===== src/rtl/frc_pkg.sv =====
// package: register map, field layout and timing of the reference control
package frc_pkg;

    // ****************************************************************
    // register map
    // ****************************************************************
    localparam logic [11:0] FRC_CTRL_OFFSET  = 12'h000;
    localparam logic [11:0] FRC_STATUS_OFFSET = 12'h004;
    localparam logic [7:0]  FRC_CTRL_RESET   = 8'h00;

    // field positions of the control register
    localparam int FRC_BIT_ENABLE   = 7;
    localparam int FRC_BIT_READY    = 6;
    localparam int FRC_BIT_PASS     = 5;
    localparam int FRC_SEL_HI       = 4;
    localparam int FRC_SEL_LO       = 3;
    localparam int FRC_BIT_BUF_EN   = 0;

    // write mask: ready flag and bits 2-1 are not writable
    localparam logic [7:0]  FRC_WRITE_MASK = 8'hB9;

    // status register field positions (block-local choice)
    localparam int FRC_STAT_REF_ON  = 0;
    localparam int FRC_STAT_PIN_OVR = 1;

    // ****************************************************************
    // timing
    // ****************************************************************
    localparam int FRC_CLK_MHZ       = 125;
    localparam int FRC_SETTLE_US     = 25;
    localparam int FRC_SETTLE_CYCLES = FRC_SETTLE_US * FRC_CLK_MHZ;

    // buffer source selections
    typedef enum logic [1:0]
    {
        FRC_SRC_BANDGAP = 2'h0,
        FRC_SRC_DAC     = 2'h1,
        FRC_SRC_AMP     = 2'h2,
        FRC_SRC_EXT_PIN = 2'h3
    } frc_src_t;

    // settle tracker states
    typedef enum logic [1:0]
    {
        FRC_ST_OFF,
        FRC_ST_SETTLING,
        FRC_ST_READY
    } frc_state_t;

endpackage


===== src/rtl/frc_top.sv =====
// fixed reference control register bank with apb slave
//
// Chosen here: the APB interface to the registers and the register addresses.
`timescale 1ns/1ps

module frc_top
#(
    parameter int          SETTLE_CYCLES = frc_pkg::FRC_SETTLE_CYCLES,
    parameter logic        SHUNT_VARIANT = 1'b0
)
(
    // clock and reset
    input  wire logic        clk,
    input  wire logic        rst_n,
    // apb slave
    input  wire logic        psel,
    input  wire logic        penable,
    input  wire logic        pwrite,
    input  wire logic [11:0] paddr,
    input  wire logic [31:0] pwdata,
    input  wire logic [3:0]  pstrb,
    output logic      [31:0] prdata,
    output logic             pready,
    output logic             pslverr,
    // sleep state of the device
    input  wire logic        wake_event,
    // analog controls
    output logic             ref_on,
    output logic             ref_ready_flag,
    output logic             pin_pass_gate_enable,
    output logic             pin_buffer_enable,
    output logic      [1:0]  pin_buffer_source_select,
    output logic      [3:0]  buffer_source_route,
    // reference output pin, digital side
    input  wire logic        pin_in,
    input  wire logic        pin_dig_out,
    input  wire logic        pin_dig_oe_n,
    output logic             pin_read,
    output logic             pin_out,
    output logic             pin_oe_n
);
    import frc_pkg::*;

    // ****************************************************************
    // register storage
    // ****************************************************************
    logic [7:0]  ctrl_reg;
    logic [7:0]  ctrl_next;
    logic [31:0] prdata_reg;
    logic        access_phase;
    logic        wr_ctrl;
    logic        rd_any;
    logic        addr_ok;
    logic        pin_override;
    logic [7:0]  ctrl_view;
    logic        rd_wait_reg;

    // writes answer in the first access cycle; reads take one wait
    // state so that the read data can come straight from a flip-flop
    assign access_phase = psel & penable;
    assign addr_ok = (paddr == FRC_CTRL_OFFSET) |
                     (paddr == FRC_STATUS_OFFSET);
    assign wr_ctrl = access_phase & pwrite & pstrb[0] &
                     (paddr == FRC_CTRL_OFFSET);
    assign rd_any  = access_phase & ~pwrite;
    assign pready  = ~rd_any | rd_wait_reg;
    assign pslverr = access_phase & pready & ~addr_ok;

    // masked write value; ready and unused bits never stored
    assign ctrl_next = pwdata[7:0] & FRC_WRITE_MASK;

    // control register; wake_event is deliberately ignored here
    always_ff @(posedge clk)
    begin
        if (!rst_n)
            ctrl_reg <= FRC_CTRL_RESET;
        else if (wr_ctrl)
            ctrl_reg <= ctrl_next;
    end

    // ****************************************************************
    // reference enable and settling
    // ****************************************************************

    // shunt variant keeps the reference on regardless of the bit
    assign ref_on = ctrl_reg[FRC_BIT_ENABLE] | SHUNT_VARIANT;

    frc_settle
    #(
        .SETTLE_CYCLES (SETTLE_CYCLES)
    )
    u_settle
    (
        .clk    (clk),
        .rst_n  (rst_n),
        .ref_on (ref_on),
        .ready  (ref_ready_flag)
    );

    // ****************************************************************
    // pin buffer and pass gate
    // ****************************************************************
    assign pin_pass_gate_enable     = ctrl_reg[FRC_BIT_PASS];
    assign pin_buffer_enable        = ctrl_reg[FRC_BIT_BUF_EN];
    assign pin_buffer_source_select = ctrl_reg[FRC_SEL_HI:FRC_SEL_LO];

    frc_pin_mux u_pin_mux
    (
        .pass_gate    (pin_pass_gate_enable),
        .buf_en       (pin_buffer_enable),
        .src_sel      (pin_buffer_source_select),
        .pin_in       (pin_in),
        .pin_dig_out  (pin_dig_out),
        .pin_dig_oe_n (pin_dig_oe_n),
        .src_onehot   (buffer_source_route),
        .pin_override (pin_override),
        .pin_read     (pin_read),
        .pin_out      (pin_out),
        .pin_oe_n     (pin_oe_n)
    );

    // ****************************************************************
    // read path
    // ****************************************************************

    // live ready flag merged into the stored bits
    always_comb
    begin
        ctrl_view = ctrl_reg;
        ctrl_view[FRC_BIT_READY] = ref_ready_flag;
    end

    // read wait flag: set by the first read access cycle, dropped by
    // the second, so every read answers exactly one cycle late
    always_ff @(posedge clk)
    begin
        if (!rst_n)
            rd_wait_reg <= 1'b0;
        else
            rd_wait_reg <= rd_any & ~rd_wait_reg;
    end

    // registered read data, captured once per read and held after it
    always_ff @(posedge clk)
    begin
        if (!rst_n)
            prdata_reg <= 32'h0000_0000;
        else if (rd_any & ~rd_wait_reg)
        begin
            if (paddr == FRC_CTRL_OFFSET)
                prdata_reg <= {24'h00_0000, ctrl_view};
            else if (paddr == FRC_STATUS_OFFSET)
                prdata_reg <= {30'h0000_0000, pin_override, ref_on};
            else
                prdata_reg <= 32'h0000_0000;
        end
    end

    // data straight from the flip-flop; stands with pready and after it
    assign prdata = prdata_reg;

endmodule


===== src/rtl/frc_settle.sv =====
// settle timer that raises the ready flag after the reference stabilises
`timescale 1ns/1ps

module frc_settle
#(
    parameter int SETTLE_CYCLES = frc_pkg::FRC_SETTLE_CYCLES
)
(
    // clock and reset
    input  wire logic clk,
    input  wire logic rst_n,
    // control and result
    input  wire logic ref_on,
    output logic      ready
);
    import frc_pkg::*;

    localparam int CW = $clog2(SETTLE_CYCLES + 1);
    localparam logic [CW-1:0] LAST = CW'(SETTLE_CYCLES - 1);

    frc_state_t      state_reg;
    logic [CW-1:0]   count_reg;

    // state walk: off, settling, ready; drops back when disabled
    always_ff @(posedge clk)
    begin
        if (!rst_n)
            state_reg <= FRC_ST_OFF;
        else if (!ref_on)
            state_reg <= FRC_ST_OFF;
        else
        begin
            unique case (state_reg)
                FRC_ST_OFF:
                    state_reg <= FRC_ST_SETTLING;
                FRC_ST_SETTLING:
                    if (count_reg == LAST)
                        state_reg <= FRC_ST_READY;
                FRC_ST_READY:
                    state_reg <= FRC_ST_READY;
                default:
                    state_reg <= FRC_ST_OFF;
            endcase
        end
    end

    // cycle counter, cleared outside settling
    always_ff @(posedge clk)
    begin
        if (!rst_n)
            count_reg <= '0;
        else if (ref_on && state_reg == FRC_ST_SETTLING)
            count_reg <= count_reg + CW'(1);
        else
            count_reg <= '0;
    end

    // low while off or settling
    assign ready = (state_reg == FRC_ST_READY) && ref_on;

endmodule


===== src/rtl/frc_pin_mux.sv =====
// pin buffer source routing and pin override
`timescale 1ns/1ps

module frc_pin_mux
(
    // configuration
    input  wire logic       pass_gate,
    input  wire logic       buf_en,
    input  wire logic [1:0] src_sel,
    // digital pin path
    input  wire logic       pin_in,
    input  wire logic       pin_dig_out,
    input  wire logic       pin_dig_oe_n,
    // results
    output logic [3:0]      src_onehot,
    output logic            pin_override,
    output logic            pin_read,
    output logic            pin_out,
    output logic            pin_oe_n
);
    import frc_pkg::*;

    // one-hot analog route for the buffer input
    always_comb
    begin
        src_onehot = 4'h0;
        unique case (frc_src_t'(src_sel))
            FRC_SRC_BANDGAP: src_onehot = 4'h1;
            FRC_SRC_DAC:     src_onehot = 4'h2;
            FRC_SRC_AMP:     src_onehot = 4'h4;
            FRC_SRC_EXT_PIN: src_onehot = 4'h8;
        endcase
    end

    // reference on the pin takes the pin from the digital side
    assign pin_override = buf_en | pass_gate;
    assign pin_read     = pin_override ? 1'b0 : pin_in;
    assign pin_out      = pin_override ? 1'b0 : pin_dig_out;
    assign pin_oe_n     = pin_override ? 1'b1 : pin_dig_oe_n;

endmodule


===== config.mk =====
export PLATFORM = sky130hd
export DESIGN_NAME = frc_top
export DESIGN_NICKNAME = d
export VERILOG_FILES = /design/src/rtl/frc_pkg.sv /design/src/rtl/frc_top.sv /design/src/rtl/frc_settle.sv /design/src/rtl/frc_pin_mux.sv
export SDC_FILE = /design/constraint.sdc
export NUM_CORES = 1
export LEC_CHECK = 0
export BUFFER_PORTS_ARGS = -buffer_cell sky130_fd_sc_hd__clkbuf_2
export CORE_UTILIZATION = 44
export CTS_CLUSTER_SIZE = 16
export DETAILED_ROUTE_END_ITERATION = 10
export GPL_ROUTABILITY_DRIVEN = 1
export PLACE_DENSITY = 0.9
export REMOVE_ABC_BUFFERS = 1
export SLEW_MARGIN = 20
export SYNTH_ARGS = -nofsm -noshare
export SYNTH_HDL_FRONTEND = slang
export SYNTH_SLANG_ARGS = --single-unit

===== constraint.sdc =====
create_clock -name clk -period 4.8 [get_ports clk]
set_input_delay 0 -clock clk [delete_from_list [all_inputs] [get_ports clk]]
set_output_delay 0 -clock clk [all_outputs]
set_load 0.02 [all_outputs]

==> results of run 1 <==
[worst max-delay path: stages (launching register included)]
cell	delay, ns
sky130_fd_sc_hd__dfxtp_1	0.33
sky130_fd_sc_hd__nor3_2	0.48
sky130_fd_sc_hd__clkinv_1	0.42
sky130_fd_sc_hd__clkbuf_2	0.26
[cell type report]
type / instances / area (um2)
well taps: 44 / 55.1
multi-input cells: 134 / 757
clock buffers: 4 / 26.3
fillers: 272 / 1350
flip-flops and latches: 27 / 541
repair buffers: 54 / 305
inverters: 11 / 41.3
[kinds of logic after synthesis]
group	Yosys count
AOI/OAI and AO/OA	23
xor gates and xnor gates	8
adders and majority gates	5
buffers and inverters	39
DFF	27
muxes	3
other	1
and+or+nand+nor	70
[power breakdown]
group          internal (uW)  total, uW  switching (uW)
logic                   14.3       45.8            31.5
clock network           32.5       96.3            63.9
registers                224        224          0.0939
[layer usage]
metal | track usage (%) | wire length [um] | vias up
li1 | - | - | 655
met4 | 9.18 | 69 | 0
met2 | 33.2 | 1610 | 63
met5 | 0 | 0 | -
met1 | 18.5 | 1170 | 610
met3 | 3.71 | 200 | 8
[through the flow]
| step | cells | setup WS [ns] | hold slack (ns) | total power (uW) |
|---|---|---|---|---|
| floorplan | 172 | 3.21 | 0.152 | 255 |
| global placement | 263 | 3.14 | 0.244 | 269 |
| CTS | 274 | 3.02 | 0.0587 | 366 |
| detailed placement | 263 | 3.10 | 0.250 | 270 |
| finish | 274 | 2.99 | 0.0741 | 367 |
| global route | 274 | 2.89 | 0.0580 | 385 |
[synth_stat cells (all sizes together), types with 3 or more instances]
library cell and instances:
nand4 3, xnor2 7, ha 5, nor4 3, dfxtp 27, buf 26, a21oi 14, o21ai 7
nand2 13, nor3 6, or3 3, nor2 16, inv 10, nand3 16
[final timing paths]
check                              from               endpoint  slack [ns]  cells past startpoint
setup reg to reg  u_settle.count_reg[9]  u_settle.state_reg[0]        3.08                      4
hold / removal                   pwrite              prdata[0]        0.07                      4
hold reg to reg               prdata[4]              prdata[4]        0.46                      2
setup / recovery            rd_wait_reg                 pready        2.99                      3
==> out/metrics.csv, run 1 <==
metric,value,unit
status,"complete, no violations",
grt_pass1_vias,1202,
postSynthRegisterBits,27,
maxCapViolations,0,
worst_slew_margin_rel,61.8,%
layout.cells.most_common,sky130_fd_sc_hd__clkbuf_2,
timing_worst_setup_path_type,reg2out,
grt_first_pass_wirelength,4.74,mm
worst_skew_pair.late_latency,0.31,ns
worst_pin_slew,0.570,ns
synth_mux_area_share,2.16,%
ctsRootBufferMaster,sky130_fd_sc_hd__clkbuf_4,
post_synth_instance_area,1450,um2
htree_num_levels,1,
layout_common_cells,"sky130_fd_sc_hd__clkbuf_2 (47), sky130_fd_sc_hd__dfxtp_1 (27), sky130_fd_sc_hd__conb_1 (25)",
setup_viol,0,
ir_worst_vdd,0.000142,V
antenna_cells_inserted,0,
finalHoldViolations,0,
dpl-instance-area,1630,um2
critical_path_arrival,1.81,ns
pin_count,104,
clk_pin_slew,0.14,ns
place.gp.congestion,0.788,
number_of_flip_flops_under_the_largest_register_name,12,
synthDistinctLibCells,31,
dp_hpwl,2.22,mm
cts-root-to-sink-buffers,2,
combinational_family_with_the_most_area_after_synthesis,simple AND/OR/NAND/NOR gates,
global_route.overflow_total,0,
grt_start_max_net_pins,15,
timing.critical_path.from_type,flip-flop,
p_leak,0.000722,uW
cts_num_sinks,27,
final_area,1730,um2
drive_above_1_share,23.9,%
max_freq,553,MHz
maxSlewViolCount,0,
post-cts-setup-buffers,0,
synth-edff-count,0,
initialDrtViolationCount,27,
die_y,59.4,um
row_count,20,
end_kind,primary output,
viasPerCell,4.88,
skew_final,0.00395,ns
post_route_setup_tns,0,ns
post_synth.cell_area_avg,8.23,um2
grt_usage,17.8,%
antenna_found_initial,0,
synth_largest_type_area_fraction,37.3,%
cts_repair_resized_insts,0,
finish.net_count,293,
cts_tree,yes,
die_area,3530,um2
number_of_nets_still_failing_antenna_checks_after_routing,0,
synthesized_area_fraction_occupied_by_and_or_nand_nor_cells,24.7,%
synth-seq-area-share,37.3,%
io_buffer_count,47,
cts_hold_buf,7,
synth_xor_xnor_area_share,4.84,%
compound_cell_area_share_of_the_yosys_netlist,9.76,%
worst-endpoint-required,4.80,ns
power_density,212,nW/um2
route.final.wire_length,3.04,mm
die_outline_width,59.4,um
floorplan.core_area,3080,um2
timing.final.crit_share,37.7,%
yosysWarnings,0,
postSynth.topFlopCell,sky130_fd_sc_hd__dfxtp_1,
vias,1336,
drcViolationCount,0,
ys_async_sr_fraction,0,%
worstHoldPathType,in2reg,
post_synth_fa_ha_maj_area_fraction,4.32,%
cts_inserted_buffers,3,
final_core_utilization,56.1,%
fin_crit,1.81,ns
unrepaired_setup_endpoints_after_global_routing,no,
avgRoutedWirePerCell,11.1,um
area.growth.synth_to_final,19.1,%
post_synth_main_area_contributors,"sky130_fd_sc_hd__dfxtp_1 (37%), sky130_fd_sc_hd__buf_4 (13%), sky130_fd_sc_hd__nand3_1 (5.5%)",
netlist.top_cell.by_area,sky130_fd_sc_hd__dfxtp_1,
drt_pass1_iterations,4,
critical_path_peak_fanout,9,
start_util,47.1,%
syn_inst,176,
Note: power is estimated with default switching activity, not from simulation.
==> run 2, diff against run 1 <==
- CORE_UTILIZATION: 44 -> 40
- PLACE_DENSITY: 0.9 -> 0.83
- clock period: 4.8 -> 1.7 ns (I/O delays scaled with it)
==> out/metrics.csv, run 2 (synthesis results as in run 1) <==
metric,value,unit
cts-root-to-sink-buffers,2,
fin_crit,1.62,ns
viasPerCell,4.72,
worst_skew_pair.late_latency,0.33,ns
max_stage_delay,0.50,ns
setup_viol,0,
htree_num_levels,1,
finalHoldViolations,0,
drive_above_1_share,26.1,%
grt_first_pass_wirelength,4.99,mm
final_area,1760,um2
number_of_flip_flops_under_the_largest_register_name,12,
row_count,21,
timing.critical_path.from_type,flip-flop,
hold_start,pstrb[0],
drt_pass1_iterations,4,
fillerInstances,327,
post-cts-setup-buffers,0,
die_area,3870,um2
timing.final.crit_share,95.0,%
finish.net_count,297,
dpl-instance-area,1660,um2
status,"complete, no violations",
p_clk_share,27.8,%
cts_num_sinks,27,
fin_total_pwr,1060,uW
power.share.sequential,59.9,%
critical_path_arrival,1.86,ns
maxCapViolations,0,
unrepaired_setup_endpoints_after_global_routing,no,
pin_count,104,
p_leak,0.000747,uW
skew_final,0.00896,ns
ir_worst_vdd,0.000250,V
worstHoldPathCells,5,
layout.cells.most_common,sky130_fd_sc_hd__clkbuf_2,
critical_path_peak_fanout,4,
antenna_found_initial,0,
worst_reg2reg_path_length_in_cells,4,
comb_power_share,12.3,%
vias,1322,
layout_common_cells,"sky130_fd_sc_hd__clkbuf_2 (47), sky130_fd_sc_hd__dfxtp_1 (26), sky130_fd_sc_hd__conb_1 (25)",
power_density,600,nW/um2
number_of_nets_still_failing_antenna_checks_after_routing,0,
worstHoldPathType,in2reg,
layout.cells.non_filler,280,
critPathSlowestCell,sky130_fd_sc_hd__or3b_2,
power_switching,287,uW
ctsRootBufferMaster,sky130_fd_sc_hd__clkbuf_4,
swShare,27.2,%
floorplan.core_area,3420,um2
dp.cells,269,
dp_hpwl,2.16,mm
start_util,42.4,%
cts_tree,yes,
timing.critical_path.cells,or3b_2 -> o41ai_4 -> mux2i_1 -> nor2_1,
timing.hold.worst_endpoint,ctrl_reg[3],
initialDrtViolationCount,40,
drcViolationCount,0,
grt_pass1_vias,1172,
worstReg2RegStart,u_settle.count_reg[3],
maxSlewViolCount,0,
route.final.wire_length,3.00,mm
io_buffer_count,47,
max_freq,619,MHz
worst-endpoint-required,1.95,ns
clk_pin_slew,0.16,ns
antenna_cells_inserted,0,
area.growth.synth_to_final,21.8,%
die_y,62.2,um
place.gp.congestion,0.816,
grt_start_max_net_pins,18,
timing_worst_setup_path_type,reg2reg,
post_route_setup_tns,0,ns
regToRegEndpoint,u_settle.state_reg[0],
avgRoutedWirePerCell,10.7,um
reg2reg_setup_slack,0.08,ns
p_int,771,uW
global_route.overflow_total,0,
grt_usage,15.7,%
die_outline_width,62.2,um
final_layout_worst_hold_slack,0.0816,ns
cts_inserted_buffers,3,
end_kind,flip-flop,
[run 2: changes by cell type in the layout (fill, tap and decap cells not counted), sizes merged]
cell    delta
clkbuf     -1
inv        +1
buf        +4
[run 2: worst max path at each step]
stage	startpoint	to	slack, ns	cells after the start
global placement	u_settle.count_reg[9]	u_settle.state_reg[0]	0.07	4
detailed placement	u_settle.count_reg[9]	u_settle.state_reg[0]	0.06	4
finish	u_settle.count_reg[3]	u_settle.state_reg[0]	0.08	4
floorplan	u_settle.count_reg[9]	u_settle.state_reg[0]	0.11	4
global route	u_settle.count_reg[3]	u_settle.state_reg[0]	0.03	4
CTS	u_settle.count_reg[9]	u_settle.state_reg[0]	0.04	4
[run 2: repair_timing]
item,4_1_cts,5_1_grt
endpoints found under the hold margin,8,0
setup endpoints to repair,0,2
resized for setup,0,1
hold buffers,7,0
[run 2: power groups by stage]
stage               Clock, uW  Combinational [uW]  Sequential [uW]
finish                    294                 130              634
global placement            0                 115              648
floorplan                   0                73.0              648
CTS                       305                 127              634
global route              342                 140              635
detailed placement          0                 115              648
[run 2: area by class of cell]
cell class,instances,area [um2],share of cell area [%]
tap,46,57.6,3.26
multi-input combinational,134,757,42.9
clock inverter,1,8.76,0.496
timing repair buffer,58,335,19.0
sequential,27,542,30.7
clock buffer,3,22.5,1.28
inverter,11,41.3,2.34
[run 2: worst max-delay path, delay by kind of cell (launching register included)]
family	cells	cell delay (ns)
AO/OA/AOI/OAI	1	0.39
flip-flops	1	0.37
AND/OR/NAND/NOR	2	0.55
multiplexers	1	0.23
[run 2: per-stage QoR]
step,utilization [%],setup WS [ns]
floorplan,-,0.106
global placement,48.6,0.0711
detailed placement,48.6,0.0615
CTS,51.6,0.0407
global route,51.6,0.0271
finish,51.6,0.0846
[run 2: metal layers]
layer	track usage, %	vias up	routed length (um)
li1	-	665	-
met1	16.8	598	1240
met2	30.6	57	1610
met3	3.68	2	132
met4	3.78	0	15
met5	0	-	0
